### config.mk
export PLATFORM = sky130hd
export DESIGN_NAME = pwm_long_module
export DESIGN_NICKNAME = d
export VERILOG_FILES = /design/src/pwm_long_pkg.sv /design/src/pwm_word_store.sv /design/src/pwm_long_module.sv
export VERILOG_INCLUDE_DIRS = /design/src /design/src/src
export SDC_FILE = /design/constraint.sdc
export NUM_CORES = 1
export LEC_CHECK = 0
export BUFFER_PORTS_ARGS = -buffer_cell sky130_fd_sc_hd__buf_2
export CAP_MARGIN = 20
export CORE_MARGIN = 1.5
export CORE_UTILIZATION = 55
export CTS_BUF_LIST = sky130_fd_sc_hd__clkbuf_4 sky130_fd_sc_hd__clkbuf_8 sky130_fd_sc_hd__clkbuf_16
export DETAILED_ROUTE_END_ITERATION = 8
export GPL_TIMING_DRIVEN = 0
export PLACE_DENSITY = 0.84
export RECOVER_POWER = 50
export REMOVE_ABC_BUFFERS = 1
export SETUP_SLACK_MARGIN = 0.05
export SLEW_MARGIN = 20
export SYNTH_ARGS = -nofsm -noshare
export SYNTH_HDL_FRONTEND = slang
export SYNTH_SLANG_ARGS = --single-unit
### constraint.sdc
create_clock -name i_clk_sys -period 2.52 [get_ports i_clk_sys]
set_clock_uncertainty 0.15 [all_clocks]
set_input_delay 0.504 -clock i_clk_sys [delete_from_list [all_inputs] [get_ports i_clk_sys]]
set_output_delay 0.504 -clock i_clk_sys [all_outputs]
set_load 0.01 [all_outputs]
### src/pwm_long_cfg.svh
// Register offsets, field positions, reset values and timing counts of the long PWM module
// Functional notes
// RQ1: Reload select steers compare addresses to reload
// RQ2: Software writes duty value right-justified
// RQ3: Output rises when low N bits match
// RQ4: Output falls on overflow out of bit N
// RQ5: Overflow sets flag, loads reload into compare
// RQ6: Software enables compare, pwm, length 9-11
// RQ7: Match sets event flag when enabled
// RQ8: Overflow recurs every 512/1024/2048 counts
// RQ9: Low byte write clears enable, high sets
// RQ10: Software writes low byte before high
// RQ11: High fraction is (2^N - value)/2^N
// RQ12: Compare disabled keeps output low
// RQ13: Flags stay set until software clears
`ifndef PWM_LONG_CFG_SVH
`define PWM_LONG_CFG_SVH
`define ADDR_CMP_LOW 4'h0
`define ADDR_CMP_HIGH 4'h1
`define ADDR_MODE_CFG 4'h2
`define ADDR_PWM_CFG 4'h3
`define ADDR_STATUS 4'h4
`define ADDR_MASK 4'h5
`define ADDR_CTRL 4'h6
`define ADDR_COUNT_LOW 4'h7
`define ADDR_COUNT_HIGH 4'h8
`define MODE_MAT_BIT 3
`define MODE_PWM_BIT 1
`define MODE_ECOM_BIT 6
`define PWM_RELOAD_SELECT_BIT 7
`define PWM_CYCLE_LENGTH_SELECT_LSB 0
`define STAT_CYCLE_OVERFLOW_FLAG_BIT 0
`define STAT_CCF_BIT 1
`define CTRL_RUN_BIT 0
`define RESET_BYTE 8'h00
`define RESET_WORD 11'h000
`define CYCLES_9BIT 512
`define CYCLES_10BIT 1024
`define CYCLES_11BIT 2048
`endif

### src/pwm_long_pkg.sv
// Types shared by the long PWM module
package pwm_long_pkg;
    typedef struct packed {
        logic [3:0] addr;
        logic [7:0] wdata;
        logic wr;
        logic rd;
    } bus_req_type;
    typedef enum logic [1:0] {
        LEN_8 = 2'b00,
        LEN_9 = 2'b01,
        LEN_10 = 2'b10,
        LEN_11 = 2'b11
    } cycle_length_type;
endpackage

### src/pwm_word_store.sv
// Two-word store holding compare and auto-reload values with registered read
`timescale 1ns/1ns
module pwm_word_store #(
    parameter int WIDTH = 11
) (
    input wire logic i_clk_sys,
    input wire logic i_resetn,
    input wire logic i_we,
    input wire logic i_waddr,
    input wire logic [WIDTH-1:0] i_wdata,
    input wire logic i_raddr,
    output logic [WIDTH-1:0] o_rdata,
    output logic [WIDTH-1:0] o_cmp,
    output logic [WIDTH-1:0] o_reload
);
    logic [WIDTH-1:0] mem_reg [2];
    logic [WIDTH-1:0] mem_next [2];
    logic [WIDTH-1:0] rdata_next;

    // Word 0 is the compare value, word 1 the auto-reload value
    always_comb begin
        mem_next[0] = mem_reg[0];
        mem_next[1] = mem_reg[1];
        if (i_we) begin
            mem_next[i_waddr] = i_wdata;
        end
        rdata_next = mem_reg[i_raddr];
    end

    always_ff @(posedge i_clk_sys) begin
        if (!i_resetn) begin
            mem_reg[0] <= '0;
            mem_reg[1] <= '0;
            o_rdata <= '0;
        end else begin
            mem_reg <= mem_next;
            o_rdata <= rdata_next;
        end
    end

    assign o_cmp = mem_reg[0];
    assign o_reload = mem_reg[1];
endmodule

### src/pwm_long_module.sv
// One counter array module in 9, 10 or 11-bit PWM mode with its register port
`timescale 1ns/1ns
`include "pwm_long_cfg.svh"
module pwm_long_module #(
    parameter int WIDTH = 11
) (
    input wire logic i_clk_sys,
    input wire logic i_resetn,
    input wire logic [3:0] i_addr,
    input wire logic [7:0] i_wdata,
    input wire logic i_wr,
    input wire logic i_rd,
    output logic [7:0] o_rdata,
    output logic o_module_output_pin,
    output logic o_irq
);
    import pwm_long_pkg::*;

    ////////////////////////////////////////////////////////////////////////////
    // Declarations
    bus_req_type req;
    logic [7:0] mode_reg, mode_next;
    logic [7:0] pwm_cfg_reg, pwm_cfg_next;
    logic [1:0] status_reg, status_next;
    logic [1:0] mask_reg, mask_next;
    logic run_reg, run_next;
    logic [15:0] count_reg, count_next;
    logic out_reg, out_next;
    logic irq_next;
    logic [7:0] rdata_next;
    logic [3:0] raddr_reg;
    logic rd_d_reg;
    logic [7:0] rdata_mux;
    logic [WIDTH-1:0] cmp_val, reload_val, store_rdata;
    logic store_we, store_waddr;
    logic [WIDTH-1:0] store_wdata;
    logic [WIDTH-1:0] nmask;
    logic [WIDTH-1:0] cmp_now;
    logic match, overflow, reload_select;
    logic [15:0] count_inc;
    cycle_length_type cycle_length_select;

    ////////////////////////////////////////////////////////////////////////////
    // Helpers

    // Mask of the low N counter bits for the chosen cycle length
    function automatic logic [WIDTH-1:0] len_mask(input cycle_length_type len);
        logic [WIDTH-1:0] m;
        m = '0;
        unique case (len)
            LEN_8: m = WIDTH'(11'h0FF);
            LEN_9: m = WIDTH'(11'h1FF);
            LEN_10: m = WIDTH'(11'h3FF);
            LEN_11: m = WIDTH'(11'h7FF);
        endcase
        return m;
    endfunction

    assign req = '{addr: i_addr, wdata: i_wdata, wr: i_wr, rd: i_rd};
    assign cycle_length_select = cycle_length_type'(pwm_cfg_reg[`PWM_CYCLE_LENGTH_SELECT_LSB +: 2]);
    assign reload_select = pwm_cfg_reg[`PWM_RELOAD_SELECT_BIT];
    assign nmask = len_mask(cycle_length_select);
    assign count_inc = count_reg + 16'h0001;

    // Overflow out of bit N: the low N bits are all ones as the counter steps
    assign overflow = run_reg && ((count_reg[WIDTH-1:0] & nmask) == nmask); // [RQ4] [RQ8]
    // At overflow the reloaded value is the one that counts for the new cycle
    assign cmp_now = overflow ? reload_val : cmp_val; // [RQ5]
    // Look one count ahead so the pin is high while the count equals the compare;
    // a compare of all ones then still gives one high cycle instead of a stuck pin
    assign match = run_reg && mode_reg[`MODE_ECOM_BIT]
        && ((count_inc[WIDTH-1:0] & nmask) == (cmp_now & nmask)); // [RQ3] [RQ12] [RQ2]

    ////////////////////////////////////////////////////////////////////////////
    // Compare and reload store

    // Byte writes merge into the word selected by reload_select
    always_comb begin
        store_we = 1'b0;
        store_waddr = reload_select; // [RQ1]
        store_wdata = reload_select ? reload_val : cmp_val;
        if (req.wr && (req.addr == `ADDR_CMP_LOW)) begin
            store_we = 1'b1;
            store_wdata[7:0] = req.wdata;
        end else if (req.wr && (req.addr == `ADDR_CMP_HIGH)) begin
            store_we = 1'b1;
            store_wdata[WIDTH-1:8] = req.wdata[WIDTH-9:0];
        end
        // Overflow reload wins over a same-cycle software write to compare
        if (overflow) begin
            store_we = 1'b1;
            store_waddr = 1'b0;
            store_wdata = reload_val; // [RQ5]
        end
    end

    pwm_word_store #(
        .WIDTH(WIDTH)
    ) u_store (
        .i_clk_sys(i_clk_sys),
        .i_resetn(i_resetn),
        .i_we(store_we),
        .i_waddr(store_waddr),
        .i_wdata(store_wdata),
        .i_raddr(reload_select),
        .o_rdata(store_rdata),
        .o_cmp(cmp_val),
        .o_reload(reload_val)
    );

    ////////////////////////////////////////////////////////////////////////////
    // Control registers and flags

    // Software writes, then hardware effects; set wins over write-one-clear
    always_comb begin
        mode_next = mode_reg;
        pwm_cfg_next = pwm_cfg_reg;
        mask_next = mask_reg;
        run_next = run_reg;
        status_next = status_reg;
        if (req.wr) begin
            unique case (req.addr)
                `ADDR_MODE_CFG: mode_next = req.wdata;
                `ADDR_PWM_CFG: pwm_cfg_next = req.wdata;
                `ADDR_MASK: mask_next = req.wdata[1:0];
                `ADDR_CTRL: run_next = req.wdata[`CTRL_RUN_BIT];
                `ADDR_STATUS: status_next = status_reg & ~req.wdata[1:0]; // [RQ13]
                `ADDR_CMP_LOW: mode_next[`MODE_ECOM_BIT] = 1'b0; // [RQ9]
                `ADDR_CMP_HIGH: mode_next[`MODE_ECOM_BIT] = 1'b1; // [RQ9] [RQ10]
                default: ;
            endcase
        end
        if (overflow) begin
            status_next[`STAT_CYCLE_OVERFLOW_FLAG_BIT] = 1'b1; // [RQ5] [RQ13]
        end
        if (match && mode_reg[`MODE_MAT_BIT]) begin
            status_next[`STAT_CCF_BIT] = 1'b1; // [RQ7] [RQ13]
        end
    end

    always_ff @(posedge i_clk_sys) begin
        if (!i_resetn) begin
            mode_reg <= `RESET_BYTE;
            pwm_cfg_reg <= `RESET_BYTE;
            mask_reg <= 2'h0;
            run_reg <= 1'b0;
            status_reg <= 2'h0;
        end else begin
            mode_reg <= mode_next;
            pwm_cfg_reg <= pwm_cfg_next;
            mask_reg <= mask_next;
            run_reg <= run_next;
            status_reg <= status_next;
        end
    end

    ////////////////////////////////////////////////////////////////////////////
    // Counter and output pin

    // Rise on match, fall on overflow; high time is 2^N minus compare
    always_comb begin
        count_next = count_reg;
        out_next = out_reg;
        if (run_reg) begin
            count_next = count_inc;
        end
        if (req.wr && (req.addr == `ADDR_COUNT_LOW)) begin
            count_next[7:0] = req.wdata;
        end
        if (req.wr && (req.addr == `ADDR_COUNT_HIGH)) begin
            count_next[15:8] = req.wdata;
        end
        if (match) begin
            out_next = 1'b1; // [RQ3] [RQ11]
        end else if (overflow) begin
            out_next = 1'b0; // [RQ4]
        end
        if (!mode_reg[`MODE_ECOM_BIT] || !mode_reg[`MODE_PWM_BIT]) begin
            out_next = 1'b0; // [RQ12] [RQ6]
        end
        irq_next = |(status_next & mask_next);
    end

    always_ff @(posedge i_clk_sys) begin
        if (!i_resetn) begin
            count_reg <= 16'h0000;
            out_reg <= 1'b0;
            o_irq <= 1'b0;
        end else begin
            count_reg <= count_next;
            out_reg <= out_next;
            o_irq <= irq_next;
        end
    end

    assign o_module_output_pin = out_reg;

    ////////////////////////////////////////////////////////////////////////////
    // Read port

    // Store read data arrive a cycle late, so the byte is picked afterwards
    always_comb begin
        rdata_mux = 8'h00;
        unique case (raddr_reg)
            `ADDR_CMP_LOW: rdata_mux = store_rdata[7:0]; // [RQ1]
            `ADDR_CMP_HIGH: rdata_mux = {{(16 - WIDTH){1'b0}}, store_rdata[WIDTH-1:8]};
            `ADDR_MODE_CFG: rdata_mux = mode_reg;
            `ADDR_PWM_CFG: rdata_mux = pwm_cfg_reg;
            `ADDR_STATUS: rdata_mux = {6'h00, status_reg};
            `ADDR_MASK: rdata_mux = {6'h00, mask_reg};
            `ADDR_CTRL: rdata_mux = {7'h00, run_reg};
            `ADDR_COUNT_LOW: rdata_mux = count_reg[7:0];
            `ADDR_COUNT_HIGH: rdata_mux = count_reg[15:8];
            default: rdata_mux = 8'h00;
        endcase
        rdata_next = rd_d_reg ? rdata_mux : 8'h00;
    end

    always_ff @(posedge i_clk_sys) begin
        if (!i_resetn) begin
            raddr_reg <= 4'h0;
            rd_d_reg <= 1'b0;
        end else begin
            raddr_reg <= req.addr;
            rd_d_reg <= req.rd;
        end
    end

    // Mux output drives the port directly: store and control state are registered
    assign o_rdata = rdata_next;
endmodule

Word-level counts from Yosys, hierarchy flattened
Cells that the tools add are included.
- add/subtract/negate cells: 1
- magnitude comparators: 3
- equal/unequal tests: 21
- muxes and demuxes: 31
- bitwise operators: 9
- reduce and logical (&&, ||, !) cells: 25
- operator list (cell ; count):
    2-to-1 mux 11 bit ; 7
    one-hot mux 8 bit (9 select lines) ; 1
    one-hot mux 11 bit (4 select lines) ; 1
    AND 11 bit ; 3
    equality test 4 x 3 -> 1 bit (second input constant) ; 8
    2-to-1 mux 8 bit ; 4
    bitwise mux 22 bit ; 1
    equality test 11 bit ; 2
    adder 16 x 1 -> 16 bit (second input constant) ; 1
    equality test 4 x 2 -> 1 bit (second input constant) ; 4
    2-to-1 mux 16 bit ; 1
    demux 11 bit (select 1 bit) ; 1
    logical AND 1 bit ; 9
    equality test 4 x 1 -> 1 bit (second input constant) ; 2
    equality test 4 bit (second input constant) ; 2
    logical NOT 4 bit ; 2
    2-to-1 mux 1 bit ; 8
    2-to-1 mux 2 bit ; 4
    AND reduction 2 bit ; 4
    2-to-1 mux 3 bit ; 2
    nonzero test 2 bit ; 3
    AND 2 bit ; 2
    equality test 2 bit (second input constant) ; 2
    >= comparator 2 bit (second input constant) ; 2
    other kinds (11) ; 14
- flip-flop bits (word level): 77
- input bits: 16
- output and inout port bits: 10
- logic and storage cells: 105

Longest topological paths before layout
- depth after elaboration: 13
- gate-level depth with buffers: 11

Cells and area by module
A second synthesis with hierarchy kept.
- cell total of the unflattened synthesis: 499
- area, all modules: 4388.0 um^2
- by module, submodules not included (module ; times used ; cells each ; area an instance (um^2) ; seq. area each (um^2)):
    pwm_long_module ; 1 ; 379 ; 3128.0 ; 880.8
    pwm_word_store ; 1 ; 120 ; 1260.0 ; 660.6

Worst setup path before layout
OpenSTA, ideal clock, no wires.
- kind: reg-to-reg
- start point: register count_reg[1]
- end point: register o_irq
- setup time: 69 ps
- data arrival time: 2275 ps
- required time: 2301 ps
- path slack: 26 ps
- stages on the path, launching flop included: 12
- path buffers: 2
- clock period less this slack: 2494 ps
- cells stage by stage: dfxtp_1 -> ha_1 -> and4_1 -> buf_6 -> nand2_4 -> nor3_4 -> buf_6 -> mux2i_1 -> o211ai_1 -> nor4_4 -> a41oi_2 -> o21ai_1
- word-level cells in the longest chain between the ends: 11
- elaborated cells on any way between the ends: 14
- RTL lines (element ; RTL line ; text):
    from (decl) ; pwm_long_module.sv:27 ; logic [15:0] count_reg, count_next;
    from (signal assigned) ; pwm_long_module.sv:190 ; count_reg <= count_next;
    branches (longest 9 deep; another with adder 16 x 1 -> 16 bit) ; n/a ;
    AND 2 bit (*) ; pwm_long_module.sv:181 ; irq_next = |(status_next & mask_next);
    OR reduction 2 bit (*) ; pwm_long_module.sv:181 ;
    to (signal assigned) ; pwm_long_module.sv:192 ; o_irq <= irq_next;
    to (decl) ; pwm_long_module.sv:15 ; output logic o_irq
Every way passes the cells marked *.
A chain may end at the register's enable or synchronous reset.

Worst setup path in the final report
Same ends and word-level chain as after synthesis.

==> out/results.tsv <==
metric	value	unit
placed_cell_area	4550	sq um
area_growth	16.7	%
start_util	57.2	%
io_buffers	25	
cp-endpoint	o_irq$_SDFF_PN0_	
routabilityCongestion	0.925	
crit_arrival	2.77	ns
status	finished with violations	
timing.slew.headroom	26.9	%
cap_viol_max_count	0	
worstPathCellList	ha_4 > and4_4 > nand2_4 > nor3_4 > buf_12 > mux2i_4 > xnor2_2 > a2111oi_4 > a41oi_2 > o21ai_1	
core	7770	sq um
rrSetupSlack	-0.11	ns
rr_endpoint	o_irq$_SDFF_PN0_	
drv_slew	0	
io-pin-count	26	
synth-seq-area-share	34.7	%
wl_per_cell	19.5	um
clk_latency	0.37	ns
crit_required	2.66	ns
drcViolationCount	0	
powerDensity	483	nW/um^2
period_share	104	%
path_class	reg2reg	
final_cell_count_no_fill	656	
finalWorstSetupSlack	-0.107	ns
synth_cell_type_count	60	
htreeDepth	3	
ir_worst_vdd	0.229	mV
hold_viol	0	
grt_pass1_vias	3847	
hold_path_class	in2reg	
setup_violations	5	
endpoint_kind	flop	
cts.sinks	77	
ant_nets	0	
vias_per_cell	6.33	
dp_hpwl	7.80	mm
slowest_delay	0.40	ns
cts_buffers	9	
antenna_found_initial	0	
postRouteWirelength	12.8	mm
cp-start-kind	flop	
r2r_cells	10	
synth-edff-count	0	
grtUsageTotal	28.4	%
final_area	5180	sq um
avgSynthCellArea	8.51	sq um
die-area	8620	sq um
rows	32	
ys_ff_latch	77	
vias	4155	
rsz0062_at_grt	yes	
yosys.area.top_type	dfxtp_1	
yosys-top-cells-count	dfxtp_1 (77), nand2_1 (72), mux2i_1 (40)	
ys.flop_type	dfxtp_1	
clk_pin_slew	0.09	ns
crit_family	compound AO/OA/AOI/OAI gates	
die_w	92.9	um
finalPower	2.50	mW
drive_gt1_share	23.5	%
synth-async-reset-ratio	0	%
hold_buffers	0	
fill_cells	590	
fin_util	66.7	%
netlist_instances	522	
grt_max_degree	77	
max_slew.worst_pin.slew	1.09	ns
cp-startpoint	count_reg[1]$_SDFFE_PN0P_	
fp.dieH	92.9	um
drt_iter0_markers	477	
drt_first_pass_iters	6	
n_antenna_cell	0	
overflow	0	
crit_buf_inv	1	
netlist_area	4440	sq um
setup_tns	-0.260	ns
dp.cells	611	
crit_path_top_delay_cell	dfxtp_4	
fin_nets	566	
synth.area.top_cells	dfxtp_1 (35%), mux2i_1 (9.0%), nand2_1 (6.1%), o211a_1 (6.1%), nor2b_1 (4.8%)	
yosys_warnings	0	
synth_top_area_share	34.7	%
hold_ws	0.196	ns
fmax	0.381	GHz
cts_tree	built	
cts_buffer_depth	2	
cts_root_buffer	clkbuf_8	
crit_fanout	7	
r2r_start	count_reg[1]$_SDFFE_PN0P_	
p_leak	2.20	nW
cp.depth	10	
yosysMostFrequentCell	dfxtp_1	
grt_pass1_wl	19.0	mm
violations	negative setup slack	
dp_slack	-0.974	ns
largest_reg_flops	16	
period_minus_slack	2.63	ns
## worst reg2reg max path: cells and delay by family, from the launching register on
kind            cells  cell delay (ns)
compound gates      3             0.77
xor+xnor            1             0.12
simple gates        3             0.55
fa+ha+maj           1             0.15
buf+inv             1             0.17
flops               1             0.40
mux                 1             0.25
## cells by family (layout without fill, tap and decap cells)
kind of cell,Yosys count,after routing,synth area share [%]
buffers and inverters,44,76,4.42
adder cells (fa/ha/maj),1,1,0.282
XOR/XNOR,26,26,5.13
AND/OR/NAND/NOR,203,203,24.5
multiplexers,44,44,10.0
flip-flops,77,77,34.7
AO/OA/AOI/OAI,127,127,21.0
## area by class of cell
cell class | count | area, sq um | share of cell area, %
clock buffers | 10 | 138 | 2.66
clock inverters | 6 | 68.8 | 1.33
inverters | 5 | 18.8 | 0.362
multi-input cells | 401 | 2870 | 55.3
flip-flops and latches | 77 | 1580 | 30.5
well taps | 102 | 128 | 2.46
repair buffers | 55 | 382 | 7.37
## routing by layer
metal	vias to the layer above	share of wire, %	track usage [%]
met2	226	47	46.6
met3	62	7.5	3.78
met5	-	0	0
met1	1957	41	35.9
li1	1910	-	-
met4	0	4.5	15.3
## power breakdown
part,total [mW],switching [mW],internal (mW)
combinational,0.246,0.142,0.104
sequential,1.27,0.0368,1.24
clock,0.981,0.490,0.491
total,2.50,0.669,1.83
## repair_timing
item,4_1_cts,5_1_grt
pin swaps,7,14
buffers inserted,19,10
endpoints found under the setup margin,36,22
gates resized for setup,36,26
## placed cells by master, fill, tap and decap left out, drive strengths merged, types with 3 or more instances in the layout
cell type / synthesis / final
xnor2: 10 / 10
xor2: 16 / 16
buf: 11 / 52
a211oi: 3 / 3
mux2i: 40 / 40
clkbuf: 28 / 13
nor2b: 34 / 34
nor3: 4 / 4
a22oi: 8 / 8
nand4: 8 / 8
nand3: 15 / 15
nand2: 73 / 73
o211a: 27 / 27
inv: 5 / 7
a31oi: 4 / 4
o22ai: 12 / 12
nand2b: 5 / 5
o21ai: 32 / 32
a21oi: 19 / 19
mux2: 4 / 4
nor3b: 4 / 4
dfxtp: 77 / 77
nor2: 19 / 19
and3: 6 / 6
and2: 22 / 22
o31ai: 3 / 3
## worst min path at each step
| stage | from | to | slack (ns) | depth (start not counted) |
|---|---|---|---|---|
| after floorplan | mode_reg[1]$_SDFFE_PN0P_ | o_module_output_pin$_SDFFE_PP0P_ | 0.28 | 2 |
| after global placement | mode_reg[1]$_SDFFE_PN0P_ | o_module_output_pin$_SDFFE_PP0P_ | 0.33 | 2 |
| after detailed placement | mode_reg[1]$_SDFFE_PN0P_ | o_module_output_pin$_SDFFE_PP0P_ | 0.36 | 2 |
| after CTS | i_rd | rd_d_reg$_SDFF_PN0_ | 0.20 | 2 |
| after global routing | i_rd | rd_d_reg$_SDFF_PN0_ | 0.20 | 2 |
| final | i_rd | rd_d_reg$_SDFF_PN0_ | 0.20 | 2 |
(Power assumes the default switching activity.)
